$ cat config.mk
export PLATFORM = sky130hd
export DESIGN_NAME = rtc_supply_monitor_fout_trim_cfg
export DESIGN_NICKNAME = d
export VERILOG_FILES = /design/src/rtc_cfg_pkg.sv /design/src/rtc_supply_monitor_fout_trim_cfg.sv /design/src/freq_divider.sv
export SDC_FILE = /design/constraint.sdc
export NUM_CORES = 1
export LEC_CHECK = 0
export ABC_AREA = 1
export BUFFER_PORTS_ARGS = -buffer_cell sky130_fd_sc_hd__buf_2
export CAP_MARGIN = 20
export CELL_PAD_IN_SITES_DETAIL_PLACEMENT = 2
export CELL_PAD_IN_SITES_GLOBAL_PLACEMENT = 2
export CORE_MARGIN = 3
export CORE_UTILIZATION = 32
export CTS_CLUSTER_SIZE = 16
export DETAILED_ROUTE_END_ITERATION = 8
export GPL_TIMING_DRIVEN = 0
export PLACE_DENSITY_LB_ADDON = 0.25
export RECOVER_POWER = 100
export SYNTH_ARGS = -nofsm -noshare
export SYNTH_HDL_FRONTEND = slang
export SYNTH_SLANG_ARGS = --single-unit
$ cat constraint.sdc
create_clock -name clock_i -period 3.6 [get_ports clock_i]
set_input_delay 0.36 -clock clock_i [delete_from_list [all_inputs] [get_ports clock_i]]
set_output_delay 0.36 -clock clock_i [all_outputs]
set_load 0.02 [all_outputs]
$ cat src/rtc_cfg_pkg.sv
/*
 holds register offsets, field positions, reset values and encodings of the
 supply/battery monitor, frequency output and crystal trim configuration.
 assumes a single 250 mhz clock domain and a byte-wide register port.
*/
// What this block does
// - four-bit output select; zero off, codes one to fifteen pick 32768 Hz down to 1/32 Hz
// - output select resets to one, full oscillator frequency on the pin
// - nonzero output select overrides alarm signalling on the shared pin
// - writing one to clear bit wipes both switchover timestamps; defaults zero
// - three-bit brownout field picks 2.295 to 4.675 volt threshold
// - supply below chosen threshold sets the low-supply flag
// - battery trip register holds first and second alarm threshold selects
// - writing one to disconnect bit starts battery pin disconnect
// - after supply power cycle disconnect bit clears and battery reconnects
// - first-alarm field codes zero to six give 2.125 to 4.675 volts
// - second-alarm field codes zero to six give 1.875 to 4.125 volts
// - trim values load from preset storage at power-up; host writes ignored
// - correction uses digital pulse skip/insert plus analog load capacitance trim
// - coarse digital trim decodes 00 off, 01 plus, 10 zero, 11 minus 30.5 ppm
// - low-supply flag self-clears above trip level; detection only on main supply
// - on main supply both battery comparisons run when seconds reach 59
package rtc_cfg_pkg;
   localparam logic [7:0] freq_ctrl_addr = 8'h08;
   localparam logic [7:0] supply_brownout_control_addr = 8'h09;
   localparam logic [7:0] battery_trip_control_addr = 8'h0a;
   localparam logic [7:0] initial_crystal_trim_addr = 8'h0b;
   localparam int freq_sel_lsb = 0;
   localparam int clear_stamp_bit = 7;
   localparam int brownout_lsb = 0;
   localparam int disconnect_bit = 6;
   localparam int first_alarm_lsb = 3;
   localparam int second_alarm_lsb = 0;
   localparam int analog_trim_lsb = 0;
   localparam int digital_trim_lsb = 6;
   localparam logic [3:0] freq_sel_reset = 4'h1;
   localparam logic [2:0] brownout_reset = 3'h0;
   localparam logic [2:0] first_alarm_reset = 3'h0;
   localparam logic [2:0] second_alarm_reset = 3'h0;
   localparam logic [2:0] brownout_last_code = 3'h5;
   localparam logic [2:0] batt_last_code = 3'h6;
   localparam logic [5:0] seconds_compare = 6'h3b;
   localparam int osc_hz = 32768;
   localparam int clk_mhz = 250;
   localparam int clk_hz = clk_mhz * 1000000;
   // half period of the 32768 hz base tone, in 4 ns cycles, rounded down
   localparam int base_half_cycles = clk_hz / (2 * osc_hz);
   typedef enum logic [1:0] {trim_off, trim_plus, trim_zero, trim_minus} coarse_trim_t;
endpackage

$ cat src/rtc_supply_monitor_fout_trim_cfg.sv
/*
 configuration and monitor logic: frequency output select, brownout trip
 select and low-supply flag, battery trip selects and flags, battery
 disconnect, timestamp clear pulse and read-only crystal trim.
 assumes comparator levels and supply mode arrive asynchronously, and a
 byte register port with one-cycle write strobe; read data is registered and
 shows the addressed register one cycle after the address.
*/
`timescale 1ns/1ps
module rtc_supply_monitor_fout_trim_cfg #(
   parameter logic [7:0] preset_trim = 8'h20
) (
   input wire logic clock_i,
   input wire logic nrst_i,
   input wire logic [7:0] addr_i,
   input wire logic wr_i,
   input wire logic [7:0] wdata_i,
   output logic [7:0] rdata_o,
   input wire logic supply_mode_i,
   input wire logic supply_below_i,
   input wire logic batt_first_below_i,
   input wire logic batt_second_below_i,
   input wire logic seconds_tick_i,
   input wire logic [5:0] seconds_i,
   input wire logic alarm_n_i,
   output logic irq_freq_pin_oe_o,
   output logic low_supply_flag_o,
   output logic batt_first_low_flag_o,
   output logic batt_second_low_flag_o,
   output logic clear_timestamps_o,
   output logic battery_disconnect_o,
   output logic [2:0] brownout_trip_sel_o,
   output logic [2:0] batt_first_alarm_sel_o,
   output logic [2:0] batt_second_alarm_sel_o,
   output logic [5:0] analog_trim_field_o,
   output logic [1:0] coarse_digital_trim_o
);
   logic [3:0] freq_out_select_q;
   logic [2:0] brownout_q;
   logic [2:0] first_q;
   logic [2:0] second_q;
   logic disconnect_q;
   logic [7:0] trim_q;
   logic [1:0] mode_s;
   logic [1:0] below_s;
   logic [1:0] first_s;
   logic [1:0] second_s;
   logic wave;
   logic on_supply;
   logic on_supply_q;
   logic check;
   logic wr_freq, wr_supply, wr_batt;

   function automatic logic hit(input logic [7:0] a, input logic [7:0] b);
      hit = (a == b);
   endfunction

   assign wr_freq = wr_i && hit(addr_i, rtc_cfg_pkg::freq_ctrl_addr);
   assign wr_supply = wr_i && hit(addr_i, rtc_cfg_pkg::supply_brownout_control_addr);
   assign wr_batt = wr_i && hit(addr_i, rtc_cfg_pkg::battery_trip_control_addr);

   ////////////////////////////////////////////////////////////////////////
   // input synchronisers
   always_ff @(posedge clock_i)
   begin
      if (!nrst_i)
      begin
         mode_s <= 2'h0;
         below_s <= 2'h0;
         first_s <= 2'h0;
         second_s <= 2'h0;
      end
      else
      begin
         mode_s <= {mode_s[0], supply_mode_i};
         below_s <= {below_s[0], supply_below_i};
         first_s <= {first_s[0], batt_first_below_i};
         second_s <= {second_s[0], batt_second_below_i};
      end
   end

   assign on_supply = mode_s[1];

   ////////////////////////////////////////////////////////////////////////
   // output select
   always_ff @(posedge clock_i)
   begin
      if (!nrst_i)
         freq_out_select_q <= rtc_cfg_pkg::freq_sel_reset;
      else if (wr_freq)
         freq_out_select_q <= wdata_i[rtc_cfg_pkg::freq_sel_lsb +: 4];
   end

   freq_divider u_div (
      .clock_i(clock_i),
      .nrst_i(nrst_i),
      .sel_i(freq_out_select_q),
      .wave_o(wave)
   );

   // open drain: pull low while wave low, else alarm drives
   always_comb
   begin
      if (freq_out_select_q != 4'h0)
         irq_freq_pin_oe_o = !wave;
      else
         irq_freq_pin_oe_o = !alarm_n_i;
   end

   ////////////////////////////////////////////////////////////////////////
   // supply control: trip select and timestamp clear pulse
   always_ff @(posedge clock_i)
   begin
      if (!nrst_i)
         brownout_q <= rtc_cfg_pkg::brownout_reset;
      else if (wr_supply && wdata_i[rtc_cfg_pkg::brownout_lsb +: 3] <= rtc_cfg_pkg::brownout_last_code)
         brownout_q <= wdata_i[rtc_cfg_pkg::brownout_lsb +: 3];
   end

   always_ff @(posedge clock_i)
   begin
      if (!nrst_i)
         clear_timestamps_o <= 1'b0;
      else
         clear_timestamps_o <= wr_supply && wdata_i[rtc_cfg_pkg::clear_stamp_bit];
   end

   // real-time brownout flag, only while on main supply
   always_ff @(posedge clock_i)
   begin
      if (!nrst_i)
         low_supply_flag_o <= 1'b0;
      else
         low_supply_flag_o <= on_supply && below_s[1];
   end

   ////////////////////////////////////////////////////////////////////////
   // battery trip selects
   always_ff @(posedge clock_i)
   begin
      if (!nrst_i)
      begin
         first_q <= rtc_cfg_pkg::first_alarm_reset;
         second_q <= rtc_cfg_pkg::second_alarm_reset;
      end
      else if (wr_batt)
      begin
         if (wdata_i[rtc_cfg_pkg::first_alarm_lsb +: 3] <= rtc_cfg_pkg::batt_last_code)
            first_q <= wdata_i[rtc_cfg_pkg::first_alarm_lsb +: 3];
         if (wdata_i[rtc_cfg_pkg::second_alarm_lsb +: 3] <= rtc_cfg_pkg::batt_last_code)
            second_q <= wdata_i[rtc_cfg_pkg::second_alarm_lsb +: 3];
      end
   end

   // disconnect: set by write, cleared when supply returns after a drop
   always_ff @(posedge clock_i)
   begin
      if (!nrst_i)
         on_supply_q <= 1'b0;
      else
         on_supply_q <= on_supply;
   end

   always_ff @(posedge clock_i)
   begin
      if (!nrst_i)
         disconnect_q <= 1'b0;
      else if (wr_batt && wdata_i[rtc_cfg_pkg::disconnect_bit])
         disconnect_q <= 1'b1;
      else if (on_supply && !on_supply_q)
         disconnect_q <= 1'b0;
   end

   // once-a-minute battery check on main supply
   assign check = on_supply && seconds_tick_i && (seconds_i == rtc_cfg_pkg::seconds_compare);

   always_ff @(posedge clock_i)
   begin
      if (!nrst_i)
      begin
         batt_first_low_flag_o <= 1'b0;
         batt_second_low_flag_o <= 1'b0;
      end
      else if (check)
      begin
         batt_first_low_flag_o <= first_s[1];
         batt_second_low_flag_o <= second_s[1];
      end
   end

   ////////////////////////////////////////////////////////////////////////
   // trim: cleared at reset, preset loaded from the first cycle after, never written by the host
   always_ff @(posedge clock_i)
   begin
      if (!nrst_i)
         trim_q <= 8'h00;
      else
         trim_q <= preset_trim;
   end

   assign analog_trim_field_o = trim_q[rtc_cfg_pkg::analog_trim_lsb +: 6];
   assign coarse_digital_trim_o = trim_q[rtc_cfg_pkg::digital_trim_lsb +: 2];
   assign battery_disconnect_o = disconnect_q;
   assign brownout_trip_sel_o = brownout_q;
   assign batt_first_alarm_sel_o = first_q;
   assign batt_second_alarm_sel_o = second_q;

   ////////////////////////////////////////////////////////////////////////
   // registered read mux
   always_ff @(posedge clock_i)
   begin
      if (!nrst_i)
         rdata_o <= 8'h00;
      else if (hit(addr_i, rtc_cfg_pkg::freq_ctrl_addr))
         rdata_o <= {4'h0, freq_out_select_q};
      else if (hit(addr_i, rtc_cfg_pkg::supply_brownout_control_addr))
         rdata_o <= {5'h00, brownout_q};
      else if (hit(addr_i, rtc_cfg_pkg::battery_trip_control_addr))
         rdata_o <= {1'b0, disconnect_q, first_q, second_q};
      else if (hit(addr_i, rtc_cfg_pkg::initial_crystal_trim_addr))
         rdata_o <= trim_q;
      else
         rdata_o <= 8'h00;
   end
endmodule

$ cat src/freq_divider.sv
/*
 divider that builds the selectable square wave for the shared pin.
 builds its own tick at twice 32768 hz from the system clock with a prescaler.
*/
`timescale 1ns/1ps
module freq_divider #(
   parameter int half_cycles = rtc_cfg_pkg::base_half_cycles
) (
   input wire logic clock_i,
   input wire logic nrst_i,
   input wire logic [3:0] sel_i,
   output logic wave_o
);
   // prescaler is sixteen bits wide
   if (half_cycles < 1 || half_cycles > 65536)
   begin : g_bad_half
      $error("half_cycles must lie between 1 and 65536");
   end

   logic [15:0] pre_q;
   logic tick;
   logic [20:0] div_q;

   assign tick = (pre_q == 16'(half_cycles - 1));

   ////////////////////////////////////////////////////////////////////////
   // base tick at twice 32768 hz
   always_ff @(posedge clock_i)
   begin
      if (!nrst_i || tick)
         pre_q <= 16'h0000;
      else
         pre_q <= pre_q + 16'h0001;
   end

   // binary ripple of the base tone, bit n halves n times
   always_ff @(posedge clock_i)
   begin
      if (!nrst_i)
         div_q <= 21'h000000;
      else if (tick)
         div_q <= div_q + 21'h000001;
   end

   ////////////////////////////////////////////////////////////////////////
   // selection tap per code
   always_ff @(posedge clock_i)
   begin
      if (!nrst_i)
         wave_o <= 1'b0;
      else
      begin
         unique case (sel_i)
            4'h0: wave_o <= 1'b0;
            4'h1: wave_o <= div_q[0];
            4'h2: wave_o <= div_q[3];
            4'h3: wave_o <= div_q[5];
            4'h4: wave_o <= div_q[9];
            4'h5: wave_o <= div_q[10];
            4'h6: wave_o <= div_q[11];
            4'h7: wave_o <= div_q[12];
            4'h8: wave_o <= div_q[13];
            4'h9: wave_o <= div_q[14];
            4'ha: wave_o <= div_q[15];
            4'hb: wave_o <= div_q[16];
            4'hc: wave_o <= div_q[17];
            4'hd: wave_o <= div_q[18];
            4'he: wave_o <= div_q[19];
            4'hf: wave_o <= div_q[20];
         endcase
      end
   end
endmodule

==> results by stage <==
Place:
- The number of placed cells counting well taps is 765.
- Routability-driven placement finished with a final weighted congestion of 0.772.
- Prior to clock tree synthesis, the placed netlist has a worst setup slack of roughly 1.8 ns.
- The placed wire-length estimate after detailed placement is ~9100 µm.
- Buffers placed on the I/O ports in this run total 53.

Detailed routing:
- The number of detailed-route iterations in the first pass is 4.
- The remaining routing DRC violations is 0.
- After detailed routing, the average wire length per cell comes to 15.6 µm.
- The detailed router's first-iteration violation count is 91.
- The total wirelength of the detailed-routed design is roughly 12000 µm.
- Dividing the detail-routed via count by the number of cells gives 4.93.
- The total number of vias is about 3.9k.
- The remaining number of nets flagged by the antenna check after routing is 0.

CTS:
- Clock-pin slew was measured on the worst setup and hold paths at roughly 0.06 ns.
- The maximum level of the CTS H-tree is 3.
- The TritonCTS clock tree is built.
- The number of resized instances in the post-cts repair step is 0.
- Hold repair after CTS inserted 0 buffers.
- The cell sitting at the root of the clock tree is a sky130_fd_sc_hd__clkbuf_16.
- For this design, the sink count on the clock tree is 73.
- The clock buffer count from CTS is 9.
- In this run the post-CTS setup repair buffer count came out at 0.
- The clock latency at the later pin of the worst-skew pair is about 0.34 ns.
- The maximum root-to-sink buffer count is 2.

Pwr:
- Of the total power, registers draw 45.3%.
- The total power is approximately 0.0018 W.
- The maximum vdd drop is 273 µV.
- The switching power summed over all nets is 0.000429 W.
- The total leakage power is about 1.8 nW.
- Combinational cells account for around 4.8% of the total power.
- Dividing total power by cell area gives a power density of between 400 and 500 mW/mm².
- The switching share of power is a little under a quarter.
- The proportion of power drawn by the clock network is 49.9%.
- The internal portion of the total power is between 0.001 and 0.0015 W.

Synthesis:
- The sequential share of the synthesized area is approximately two fifths.
- Ranked by total cell area, the synthesized netlist is headed by sky130_fd_sc_hd__dfxtp_1, sky130_fd_sc_hd__nand2_1, sky130_fd_sc_hd__inv_1.
- The area share of the largest cell type after synthesis is slightly below 40%.
- The post-synthesis cell type count is 31.
- The dominant combinational cell family by area after synthesis is simple AND/OR/NAND/NOR gates.
- After Yosys synthesis, and, or, nand and nor cells account for approximately 38% of the synthesized area.
- The synthesis warning total is 0.
- The post-synthesis mux area share is 0.272%.
- The cell area that synthesis handed to floorplanning was approximately 0.0037 mm².
- The post-synthesis xor/xnor area fraction is between 1 and 1.5%.
- After synthesis, the mean cell area works out to ~6.5 µm².
- Synthesis produced roughly 570 cells.
- The flop and latch count out of synthesis is 73.
- The fraction of the mapped netlist area in compound gates is 7.34%.
- Summing the areas of all fa, ha and maj instances in the mapped netlist gives approximately 1% of the synthesized area.
- The cell type contributing the most total cell area after synthesis is sky130_fd_sc_hd__dfxtp_1.

Floorplan:
- The horizontal die dimension is approximately 110 µm.
- The area of the core is between 0.01 and 0.015 mm².
- The height of the chip is about 110 µm.
- The starting density of the core is about 33%.
- The number of cell rows is 38.
- The total die area is 0.0128 mm².
- During I/O placement, the number of pins put on the boundary was 62.

Worst setup path:
- The highest net fanout along the worst path is 10.
- The signal on the critical path passes through ha_1 -> nand3_1 -> nor2_1 -> nand3_1 -> nand2_1 -> clkbuf_1 -> a21oi_1.
- The startpoint of the worst register-to-register path is u_div.pre_q[0].
- The classification of the worst setup path is flop to flop.
- The endpoint identified for the worst register-to-register timing path is u_div.pre_q[13].
- The dominant delay contributor by cell family on the critical path is simple AND/OR/NAND/NOR gates.
- The sort of element at the end of the critical path is a flop.
- The cell that appears most often on the critical path is sky130_fd_sc_hd__nand3_1.
- In this design, the stage delay of the slowest critical-path cell is 0.47 ns.
- The cell type of the slowest stage on the worst timing path is sky130_fd_sc_hd__clkbuf_1.
- STA classifies the critical path startpoint as a flop.
- The register-to-register setup slack is 1.42 ns.
- The number of buffers and inverters on the critical path is 1.
- The signal arrival time at the worst endpoint is roughly 2.4 ns.
- The length in cells of the worst reg-to-reg path is 7.
- The data required time of the worst path is 3.80 ns.

Timing:
- On the final layout, the worst hold slack is ~0.14 ns.
- On the final layout, the worst clock skew is 0.00636 ns.
- Timing would allow up to 0.459 GHz.
- The worst slew margin relative to its limit is approximately three fifths.
- The final period utilization is between 60% and 70%.
- The final setup violation count is 0.
- The smallest clock period supported by the final layout is computed as between 2 and 2.5 ns.
- Setup repair after global routing left no endpoint under its margin.
- The worst setup margin is approximately 1.4 ns.
- The final hold violation count is 0.
- The number of pins with negative max-slew slack in the final report is 0.
- The final-layout setup total negative slack is 0 ns.
- The measured slew at the worst slew-check pin is ~0.58 ns.

Global routing:
- The total global-route track usage is approximately a fifth.
- Entering global routing, the biggest net connects 14 pins.
- The via count of the first global-routing pass is 4259.
- The number of antenna violations at the first check in global routing is 0.
- The wire length of the first global-routing pass is 20900 µm.
- For this run the aggregate overflow at the end of global routing stands at 0.

Layout:
- The library cells used most frequently in the layout, excluding fill and tap cells, are sky130_fd_sc_hd__nand2_1, sky130_fd_sc_hd__inv_1, sky130_fd_sc_hd__nor2_1.
- Relative to the synthesized area, the layout overhead comes to 18.6%.
- The final standard cell count with taps included and fillers excluded is roughly 780.
- The final layout contains 670 nets.
- The antenna diode instance count is 0.
- The library cell used most frequently in the layout, excluding fill and tap cells, is sky130_fd_sc_hd__nand2_1.
- The fraction of final layout cells sized beyond drive strength 1 is roughly a tenth.

Min path:
- The path type of the worst min-delay path is input port to flop.
- The path with the worst hold slack has its endpoint at trim_q[5].
- Along the worst hold path, the cell count comes to 1.
- The startpoint of the most critical hold path is nrst_i.

Status:
- The flow ran to the end, and the final reports show no timing, DRC or antenna violations.

Flow run:
- Across the run, the number of max-cap violations was 0.
[Yosys cell counts, drive strengths merged]
cell    instances
nor2           85
nand4          14
nor3           10
inv            85
o21ai          21
clkinv          1
mux2i           1
and2            1
ha              3
nand2         154
a21oi          33
clkbuf          1
xnor2           4
and3            1
or2             1
nand3b          1
nand3          53
conb            1
dfxtp          73
nor3b           1
buf            19
xor2            2
[power by group through the flow]
stage               registers (W)  clock network (W)  logic [W]
finish                   0.000821           0.000904  0.0000871
global placement         0.000838                  0  0.0000837
floorplan                0.000839                  0  0.0000500
detailed placement       0.000839                  0  0.0000881
CTS                      0.000821           0.000930  0.0000900
global route             0.000822           0.000973  0.0000976
[metal layers]
metal	part of all wire (%)	track usage, %	routed length [µm]	up-vias
met5	0	0	0	-
met4	2.1	8.33	250	0
met3	2.4	3.32	290	21
met2	52	37.6	6370	62
met1	43	23.2	5270	1875
li1	-	-	-	1894
[flip-flops by register name, indices dropped and copies added, names as in the netlist, 2 cells and up]
register / count
below_s: 2
u_div.pre_q: 16
batt_second_alarm_sel_o: 3
u_div.div_q: 21
batt_first_alarm_sel_o: 3
brownout_trip_sel_o: 3
mode_s: 2
second_s: 2
freq_out_select_q: 4
first_s: 2
rdata_o: 7
[metrics by stage]
stage / utilization, % / cell area, µm²
after detailed placement: 37.6 / 4150
after global routing: 39.6 / 4370
after CTS: 40.3 / 4450
after floorplan: - / 3710
final: 39.6 / 4370
after global placement: 37.6 / 4150
[cell type report]
| type | count | area (µm²) |
|---|---|---|
| fill | 1377 | 6660 |
| multi-input combinational | 393 | 1770 |
| sequential | 73 | 1460 |
| inverter | 86 | 323 |
| timing repair buffer | 53 | 236 |
| clock buffer | 9 | 225 |
| tap | 140 | 175 |
| buffer | 20 | 113 |
| clock inverter | 7 | 70.1 |
[logic make-up after synthesis]
kind of cell               Yosys count
and+or+nand+nor                    321
other                                1
muxes                                1
adders and majority gates            3
xor gates and xnor gates             6
AOI/OAI and AO/OA                   54
buffers and inverters              106
DFF                                 73
[worst max path at each step]
stage / slack [ns] / depth (start not counted) / from / endpoint
floorplan: 2.12 / 4 / freq_out_select_q[0] / irq_freq_pin_oe_o
global placement: 1.91 / 7 / addr_i[0] / batt_second_alarm_sel_o[0]
detailed placement: 1.76 / 9 / u_div.div_q[0] / u_div.div_q[16]
CTS: 1.58 / 5 / freq_out_select_q[0] / irq_freq_pin_oe_o
global route: 1.20 / 8 / u_div.pre_q[5] / u_div.pre_q[13]
finish: 1.42 / 7 / u_div.pre_q[0] / u_div.pre_q[13]
Note: power is estimated with default switching activity, not from simulation.
